## src/acs_pkg.sv

```systemverilog
// Package of constants and types for the converter input channel sequencer
package acs_pkg;

  // ----------------------------------------------------------------
  // Bus geometry
  // ----------------------------------------------------------------
  localparam int          ACS_AW         = 8;
  localparam int          ACS_DW         = 32;

  // ----------------------------------------------------------------
  // Register offsets (byte addresses)
  // ----------------------------------------------------------------
  localparam logic [7:0]  ACS_OFS_CTRL   = 8'h00;
  localparam logic [7:0]  ACS_OFS_STAT   = 8'h04;

  // ----------------------------------------------------------------
  // Control register fields
  // ----------------------------------------------------------------
  localparam int          ACS_B_PICK0    = 0;
  localparam int          ACS_B_PICK1    = 1;
  localparam int          ACS_B_CFG0     = 2;
  localparam int          ACS_B_CFG1     = 3;
  localparam int          ACS_B_SCAN0    = 4;
  localparam int          ACS_B_SCAN1    = 5;
  localparam int          ACS_B_VSRC     = 6;
  localparam int          ACS_CTRL_W     = 7;
  localparam logic [6:0]  ACS_CTRL_RST   = 7'h00;

  // ----------------------------------------------------------------
  // Status register fields
  // ----------------------------------------------------------------
  localparam int          ACS_S_CHAN     = 0;
  localparam int          ACS_S_CFG      = 2;
  localparam int          ACS_S_SCAN     = 4;
  localparam int          ACS_S_VSRC     = 5;

  // ----------------------------------------------------------------
  // Encodings
  // ----------------------------------------------------------------
  // Input arrangement, coded as {input_config_bit1, input_config_bit0}
  typedef enum logic [1:0] {
    ACS_CFG_SINGLE = 2'b00,
    ACS_CFG_PSEUDO = 2'b01,
    ACS_CFG_DIFF   = 2'b10,
    ACS_CFG_RSVD   = 2'b11
  } acs_cfg_t;

  // Selection scheme, coded as {scan_ctrl_bit1, scan_ctrl_bit0}
  localparam logic [1:0]  ACS_SCAN_ALL   = 2'b11;

  // Register decode result
  typedef enum logic [1:0] {
    ACS_REG_CTRL = 2'b00,
    ACS_REG_STAT = 2'b01,
    ACS_REG_NONE = 2'b10
  } acs_reg_t;

  localparam logic [1:0]  ACS_CHAN0      = 2'h0;

endpackage

```

## src/acs_seq_top.sv

```systemverilog
// Converter input channel sequencer with APB control and status registers
//
// Overview of operation
// Config bits 1,0 (bit0 set) give two pseudo differential pairs.
// Both scan bits zero selects single-select mode, any channel any order.
// Single-select: host writes pick bits first; multiplexer takes that channel.
// Single-select: each write picks next channel only; no automatic advance.
// Scan bits both one: first conversion channel 0, then ascending channels.
// After last picked channel the scan wraps to channel 0 and repeats.
// Scan repeats until the host writes the control register again.
// Host leaves the control register alone during a scan.
// Reference select one: internal buffered reference drives the reference pin.
// Reference select zero: internal output off, external reference used.
// Both config bits zero: four independent single-ended channels.
// Config bit1 set, bit0 clear: two fully differential pairs.
//
// Register access over APB and the address map were decided locally.
`timescale 1ns/1ps
module acs_seq_top (
  // Clock and reset
  input  wire logic                     clk_i,
  input  wire logic                     reset_i,
  // APB slave
  input  wire logic                     psel_i,
  input  wire logic                     penable_i,
  input  wire logic                     pwrite_i,
  input  wire logic [acs_pkg::ACS_AW-1:0] paddr_i,
  input  wire logic [acs_pkg::ACS_DW-1:0] pwdata_i,
  output logic      [acs_pkg::ACS_DW-1:0] prdata_o,
  output logic                          pready_o,
  output logic                          pslverr_o,
  // Converter side
  input  wire logic                     conv_done_i,
  output logic      [1:0]               mux_chan_o,
  output logic                          single_ended_o,
  output logic                          pseudo_pair_o,
  output logic                          diff_pair_o,
  output logic                          ref_int_buf_en_o,
  output logic                          ref_ext_sel_o
);
  import acs_pkg::*;

  // ----------------------------------------------------------------
  // State
  // ----------------------------------------------------------------
  typedef struct packed {
    logic [ACS_CTRL_W-1:0] ctrl;
    logic [ACS_DW-1:0]     rdata;
    logic                  err;
    logic                  single;
    logic                  pseudo;
    logic                  diff;
    logic                  ref_int;
  } acs_top_st_t;

  acs_top_st_t st_r;
  acs_top_st_t st_nxt;

  logic       wr_ctrl;
  logic       scan_wr;
  logic [1:0] seq_chan;
  logic       seq_scan;
  logic [1:0] cfg_wr;

  // ----------------------------------------------------------------
  // Address decode, shared by read and write paths
  // ----------------------------------------------------------------
  function automatic acs_reg_t acs_decode(input logic [ACS_AW-1:0] a);
    acs_reg_t r;
    r = ACS_REG_NONE;
    if (a == ACS_OFS_CTRL) begin
      r = ACS_REG_CTRL;
    end else if (a == ACS_OFS_STAT) begin
      r = ACS_REG_STAT;
    end
    return r;
  endfunction

  // One setup cycle then one access cycle; no extra waits
  assign pready_o = 1'b1;
  assign wr_ctrl  = psel_i && penable_i && pwrite_i && (acs_decode(paddr_i) == ACS_REG_CTRL);
  assign scan_wr  = ({pwdata_i[ACS_B_SCAN1], pwdata_i[ACS_B_SCAN0]} == ACS_SCAN_ALL);
  assign cfg_wr   = {pwdata_i[ACS_B_CFG1], pwdata_i[ACS_B_CFG0]};

  // ----------------------------------------------------------------
  // Next state
  // ----------------------------------------------------------------
  always_comb begin
    st_nxt = st_r;
    // Read data and error prepared in the setup cycle
    if (psel_i && !penable_i) begin
      st_nxt.rdata = '0;
      st_nxt.err   = 1'b0;
      case (acs_decode(paddr_i))
        ACS_REG_CTRL: begin
          st_nxt.rdata[ACS_CTRL_W-1:0] = st_r.ctrl;
        end
        ACS_REG_STAT: begin
          st_nxt.rdata[ACS_S_CHAN +: 2] = seq_chan;
          st_nxt.rdata[ACS_S_CFG +: 2]  = {st_r.ctrl[ACS_B_CFG1], st_r.ctrl[ACS_B_CFG0]};
          st_nxt.rdata[ACS_S_SCAN]      = seq_scan;
          st_nxt.rdata[ACS_S_VSRC]      = st_r.ref_int;
        end
        default: begin
          st_nxt.err = 1'b1;
        end
      endcase
    end
    if (wr_ctrl) begin
      st_nxt.ctrl    = pwdata_i[ACS_CTRL_W-1:0];
      st_nxt.single  = (cfg_wr == ACS_CFG_SINGLE);
      st_nxt.pseudo  = (cfg_wr == ACS_CFG_PSEUDO);
      st_nxt.diff    = (cfg_wr == ACS_CFG_DIFF);
      st_nxt.ref_int = pwdata_i[ACS_B_VSRC];
    end
  end

  always_ff @(posedge clk_i) begin
    if (reset_i) begin
      st_r        <= '0;
      st_r.ctrl   <= ACS_CTRL_RST;
      st_r.single <= 1'b1;
    end else begin
      st_r <= st_nxt;
    end
  end

  // ----------------------------------------------------------------
  // Sequencer; non-scan codes fall back to single-select
  // ----------------------------------------------------------------
  acs_chan_seq u_seq (
    .clk_i       (clk_i),
    .reset_i     (reset_i),
    .load_i      (wr_ctrl),
    .scan_i      (scan_wr),
    .pick_i      (pwdata_i[ACS_B_PICK1:ACS_B_PICK0]),
    .conv_done_i (conv_done_i),
    .chan_o      (seq_chan),
    .scan_o      (seq_scan)
  );

  assign prdata_o         = st_r.rdata;
  assign pslverr_o        = st_r.err;
  assign mux_chan_o       = seq_chan;
  assign single_ended_o   = st_r.single;
  assign pseudo_pair_o    = st_r.pseudo;
  assign diff_pair_o      = st_r.diff;
  assign ref_int_buf_en_o = st_r.ref_int;
  assign ref_ext_sel_o    = !st_r.ref_int;
endmodule

```

## src/acs_chan_seq.sv

```systemverilog
// Channel sequencer: single-select hold or ascending scan with wrap
`timescale 1ns/1ps
module acs_chan_seq (
  // Clock and reset
  input  wire logic       clk_i,
  input  wire logic       reset_i,
  // Control register load
  input  wire logic       load_i,
  input  wire logic       scan_i,
  input  wire logic [1:0] pick_i,
  // Converter side
  input  wire logic       conv_done_i,
  output logic      [1:0] chan_o,
  output logic            scan_o
);
  import acs_pkg::*;

  typedef struct packed {
    logic       scan;
    logic [1:0] last;
    logic [1:0] chan;
  } acs_seq_st_t;

  acs_seq_st_t st_r;
  acs_seq_st_t st_nxt;

  // ----------------------------------------------------------------
  // Next state
  // ----------------------------------------------------------------
  always_comb begin
    st_nxt = st_r;
    // Write wins over a conversion in the same cycle
    if (load_i) begin
      st_nxt.scan = scan_i;
      st_nxt.last = pick_i;
      st_nxt.chan = scan_i ? ACS_CHAN0 : pick_i;
    end else if (conv_done_i && st_r.scan) begin
      if (st_r.chan == st_r.last) begin
        st_nxt.chan = ACS_CHAN0;
      end else begin
        st_nxt.chan = 2'(st_r.chan + 2'h1);
      end
    end
    // Single-select holds its channel between conversions
  end

  always_ff @(posedge clk_i) begin
    if (reset_i) begin
      st_r <= '0;
    end else begin
      st_r <= st_nxt;
    end
  end

  assign chan_o = st_r.chan;
  assign scan_o = st_r.scan;

endmodule

```

## config.mk

```make
export PLATFORM = sky130hd
export DESIGN_NAME = acs_seq_top
export DESIGN_NICKNAME = d
export VERILOG_FILES = /design/src/acs_pkg.sv /design/src/acs_seq_top.sv /design/src/acs_chan_seq.sv
export SDC_FILE = /design/constraint.sdc
export NUM_CORES = 1
export LEC_CHECK = 0
export ABC_AREA = 1
export BUFFER_PORTS_ARGS = -buffer_cell sky130_fd_sc_hd__buf_2
export CAP_MARGIN = 15
export CORE_AREA = 2 2 68 54
export DETAILED_ROUTE_END_ITERATION = 10
export DIE_AREA = 0 0 70 56
export PLACE_DENSITY_LB_ADDON = 0.15
export SYNTH_ARGS = -nofsm -noshare
export SYNTH_HDL_FRONTEND = slang
export SYNTH_SLANG_ARGS = --single-unit
```

## constraint.sdc

```tcl
create_clock -name clk_i -period 1.4 [get_ports clk_i]
set_input_delay 0.28 -clock clk_i [delete_from_list [all_inputs] [get_ports clk_i]]
set_output_delay 0.28 -clock clk_i [all_outputs]
set_load 0.01 [all_outputs]
```

Word level (Yosys, flattened, before mapping)
Cells that the tools add are included. Widths: inputs -> output; s select.

Flip-flop bits (word level): 24. Bits in latches: 0. Bits in writable memories: 0. ROM bits: 0. Input port bits: 46. Output and inout bits: 41. Word-level logic and storage cells: 40. Memories: 0.

Add/subtract/negate cells: 1. $mul: 0. Div/mod/pow operators: 0. Magnitude comparators: 0. Equality and inequality tests: 6. Shift-type cells: 0. Muxes and demuxes: 10. Bitwise operators: 0. Reductions and logical operators: 13.

Operator list (number): $mux 2 (7); $pmux 6 s2 (1); $eq 8x3->1 const B (1); $logic_not 8->1 (1); $logic_not 2->1 (3); $logic_and 1x1->1 (5); $eq 2x1->1 const B (2); $eq 2x2->1 const B (2); $add 2x1->2 const B (1); $eq 2x2->1 (1); $logic_not 1->1 (2); $mux 1 (2); $reduce_bool 2->1 (1); $reduce_or 2->1 (1).

Depth between registers and ports, before layout
Depth in word-level cells: 7. Depth in mapped cells: 9. Gate-level depth less buffers: 9.

Cells and area by module
Synthesis repeated with hierarchy kept, for this count alone.

Cells, all modules: 193. Area total of the unflattened synthesis: 1342.5 um^2.

Modules (own cells, without submodules): acs_seq_top (instances 1, cells an instance 149, area each 1066.0 um^2); acs_chan_seq (instances 1, cells an instance 44, area each 276.5 um^2).

Worst setup path after synthesis
No wires, ideal clock.

Path type: input port to flip-flop. Start point: input port paddr_i[7] (netlist bit). End point: register st_r, in the netlist single_ended_o. Arrival time: 1059 ps. Required time: 1280 ps. Slack: 221 ps. Stages: 7. Buffers on the path: 1. Path through: nor2_2 > nand2_2 > nor2_4 > nand2_4 > buf_6 > a21oi_4 > o31ai_2.

Longest elaborated chain between the ends: 5. Elaborated cells between the ends (all ways): 6. Those cells by class: eq/ne: 1; mux: 2; reduce/logical: 3.

RTL lines: start, declared (RTL line acs_seq_top.sv:27) `input wire logic [acs_pkg::ACS_AW-1:0] paddr_i,`; $eq 8x3->1 (RTL line acs_seq_top.sv:73) `end else if (a == ACS_OFS_STAT) begin`; $mux 2 (RTL line acs_seq_top.sv:73); $mux 2 (*) (RTL line acs_seq_top.sv:71) `if (a == ACS_OFS_CTRL) begin`; $logic_not 2->1 (*) (RTL line acs_seq_top.sv:81) `assign wr_ctrl = psel_i && penable_i && pwrite_i && (acs_decode(paddr_i) == ACS_REG_CTRL);`; $logic_and 1x1->1 (*) (RTL line acs_seq_top.sv:81); end signal, assigned (RTL line acs_seq_top.sv:124) `st_r <= st_nxt;`; end, declared (RTL line acs_seq_top.sv:56) `acs_top_st_t st_r;`.

Every way passes the cells marked *; elsewhere a longest branch is shown, timed or not. A chain may end at the register's enable or synchronous reset.

Worst setup path in the final report
Start point: register u_seq.st_r, in the netlist u_seq.chan_o[0]. End point: output port mux_chan_o[0].

RTL lines: start, declared (RTL line acs_chan_seq.sv:24) `acs_seq_st_t st_r;`; start signal, assigned (RTL line acs_chan_seq.sv:51) `st_r <= st_nxt;`; end, declared (RTL line acs_seq_top.sv:34) `output logic [1:0] mux_chan_o,`.

No word-level cell between the ends.

==> flow_metrics.env <==
export IMPL_crit_fanout=7
export IMPL_fin_nets=257
export IMPL_async_flop_share_pct=0
export IMPL_dr_total_vias=1106
export IMPL_grt_max_degree=19
export IMPL_dieArea_sq_mm=0.003920
export IMPL_rows=18
export IMPL_synth_edf_count=0
export IMPL_swShare_pct=25.55
export IMPL_tns_ps=0
export IMPL_grt_overflow_total=0
export IMPL_ios=87
export IMPL_gp_congestion=0.7143
export IMPL_seqPwrFrac_pct=53.4
export IMPL_clock_sinks=21
export IMPL_synth_area_sq_mm=0.001286
export IMPL_cp_top_family="flip-flops"
export IMPL_min_path_type="primary input to flip-flop"
export IMPL_vdd_drop_max_mv=0.4749
export IMPL_design_core_area_sq_mm=0.003198
export IMPL_n_antenna_cell=0
export IMPL_drt_iter0_markers=44
export IMPL_status="finished, final reports clean"
export IMPL_io_buffers=35
export IMPL_final_common_cell="nand2_1"
export IMPL_place_detailed_hpwl_microns=1973
export IMPL_dieWidth_microns=70
export IMPL_intPower_w=0.0008404
export IMPL_wl_met3_microns=188
export IMPL_drcViolationCount=0
export IMPL_cts_made_buffers=3
export IMPL_post_cts_buffers=0
export IMPL_avgSynthCellArea_sq_um=7.029
export IMPL_cts_tree="done"
export IMPL_drt_vias_per_instance=4.424
export IMPL_track_usage_pct=13.20
export IMPL_grt_pass1_vias=930
export IMPL_setup_viol_count_final=0
export IMPL_period_share_pct=84.50
export IMPL_num_fill_cells=342
export IMPL_cp_num_buf_inv=1
export IMPL_clockPowerShare_pct=36.0
export IMPL_drv_slew=0
export IMPL_leakage_nw=0.6856
export IMPL_routed_top_layer="met4"
export IMPL_critical_path_endpoint_type="primary output"
export IMPL_required_ps=1120
export IMPL_grt_pass1_wl_microns=4160
export IMPL_ys_flop_type="dfxtp_1"
export IMPL_crit_arrival_ps=900
export IMPL_ys_types=23
export IMPL_root_buffer="clkbuf_8"
export IMPL_clk_pin_slew_ps=80
export IMPL_syn2layout_area_growth_pct=7.393
export IMPL_most_common_layout_cells="nand2_1, buf_2, conb_1"
export IMPL_cp_cell_sequence="buf_2"
export IMPL_hold_viol=0
export IMPL_p_switching_w=0.0002883
export IMPL_drt_pass1_iter_count=4
export IMPL_ys_ff_latch=21
export IMPL_wl_per_cell_microns=10.15
export IMPL_routed_wl_met2_microns=1062
export IMPL_min_period_ps=1183
export IMPL_regArea_sq_um=420.4
export IMPL_slowest_stage="dfxtp_1"
export IMPL_ys_seq_area_share_pct=32.68
export IMPL_cap_violations=0
export IMPL_htreeDepth=1
export IMPL_cellPowerDensity_mw_per_mm2=817.1
export IMPL_start_kind="flip-flop"
export IMPL_synthCells=183
export IMPL_clock_fmax_mhz=845.3
export IMPL_clk_latency_ps=270
export IMPL_antenna_found_initial=0
export IMPL_start_util_pct=40.22
export IMPL_synth_warnings=0
export IMPL_die_h_microns=56
export IMPL_drive_gt1_share_pct=23.81
export IMPL_ctsResizeCount=0
export IMPL_multi_input_area_sq_um=611.8
export IMPL_clock_skew_ps=6.603
export IMPL_pwr_share_comb_pct=10.6
export IMPL_finish_utilization_pct=43.19
export IMPL_hold_buffers=0
export IMPL_worstSetupPathType="flip-flop to primary output"
export IMPL_ant_nets=0
export IMPL_wl_met1_microns=1242
export IMPL_postRouteWirelength_microns=2538
export IMPL_cts_buffer_depth=2
export IMPL_crit_path_max_incr_delay_ps=460
export IMPL_rsz0062_at_grt="false"
[stage by stage]
| stage | hold WS [ps] | instance area, sq um | worst slack (ps) | cells | total power, W |
|---|---|---|---|---|---|
| 3_3_place_gp | 449.0 | 1336 | 36.38 | 246 | 0.0007339 |
| 4_1_cts | 221.8 | 1381 | 202.9 | 250 | 0.001139 |
| 3_5_place_dp | 454.2 | 1336 | 20.62 | 246 | 0.0007355 |
| 6_report | 221.1 | 1381 | 217.0 | 250 | 0.001129 |
| 5_1_grt | 230.6 | 1381 | 176.2 | 250 | 0.001178 |
| 2_1_floorplan | 372.8 | 1376 | 221.1 | 207 | 0.0007450 |
[worst paths after layout]
path | startpoint | end | slack, ps | depth (start not counted)
max reg2reg | u_seq.chan_o[0] | u_seq.chan_o[1] | 370 | 8
min | pwdata_i[3] | single_ended_o | 220 | 2
min reg2reg | diff_pair_o | diff_pair_o | 460 | 2
max | u_seq.chan_o[0] | mux_chan_o[0] | 220 | 1
[cells in the mapped netlist, drive strengths merged (2+ instances only)]
master	count	share of area, %
o21ai	4	1.6
dfxtp	21	33
clkbuf	2	0.58
nand3b	2	1.2
a21oi	21	9.0
nor2	11	4.4
nand3	10	3.9
inv	15	4.4
buf	37	22
nand2	51	16
conb	2	0.58
nand4	3	1.5
[kinds of logic after synthesis]
family / after synthesis / synth area share (%)
simple gates: 78 / 27.14
buf+inv: 54 / 26.75
compound gates: 27 / 12.16
flops: 21 / 32.68
other cells: 2 / 0.5839
xor+xnor: 1 / 0.6811
[power groups by stage]
stage	registers, W	clock network [W]	logic (W)
after floorplan	0.000617	0	0.000128
after global placement	0.000616	0	0.000117
after detailed placement	0.000617	0	0.000119
after CTS	0.000603	0.000417	0.000119
after global routing	0.000603	0.000440	0.000135
final	0.000603	0.000406	0.000120
[worst reg2reg max path: cells and delay by family (launching register included)]
| family | cells | cell delay [ps] |
|---|---|---|
| simple gates | 5 | 290 |
| buf+inv | 2 | 110 |
| compound gates | 1 | 130 |
| flops | 1 | 460 |
[area by class of cell]
type,count,area share (%)
inverters,15,4.076
repair buffers,38,14.31
clock buffers,4,3.261
flip-flops and latches,21,30.43
multi-input cells,132,44.29
well taps,40,3.623
[routing by layer]
metal	track usage, %	vias to the layer above
li1	-	572
met1	16.85	490
met2	20.14	39
met3	3.986	5
met4	6.593	0
met5	0	-
[sequential cells by signal, indices dropped and copies added, names as in the netlist]
signal	cells
single_ended_o	1
u_seq.scan_o	1
pseudo_pair_o	1
prdata_o	7
u_seq.chan_o	2
st_r	7
diff_pair_o	1
pslverr_o	1
No activity file was read; power rests on OpenSTA's default activity.
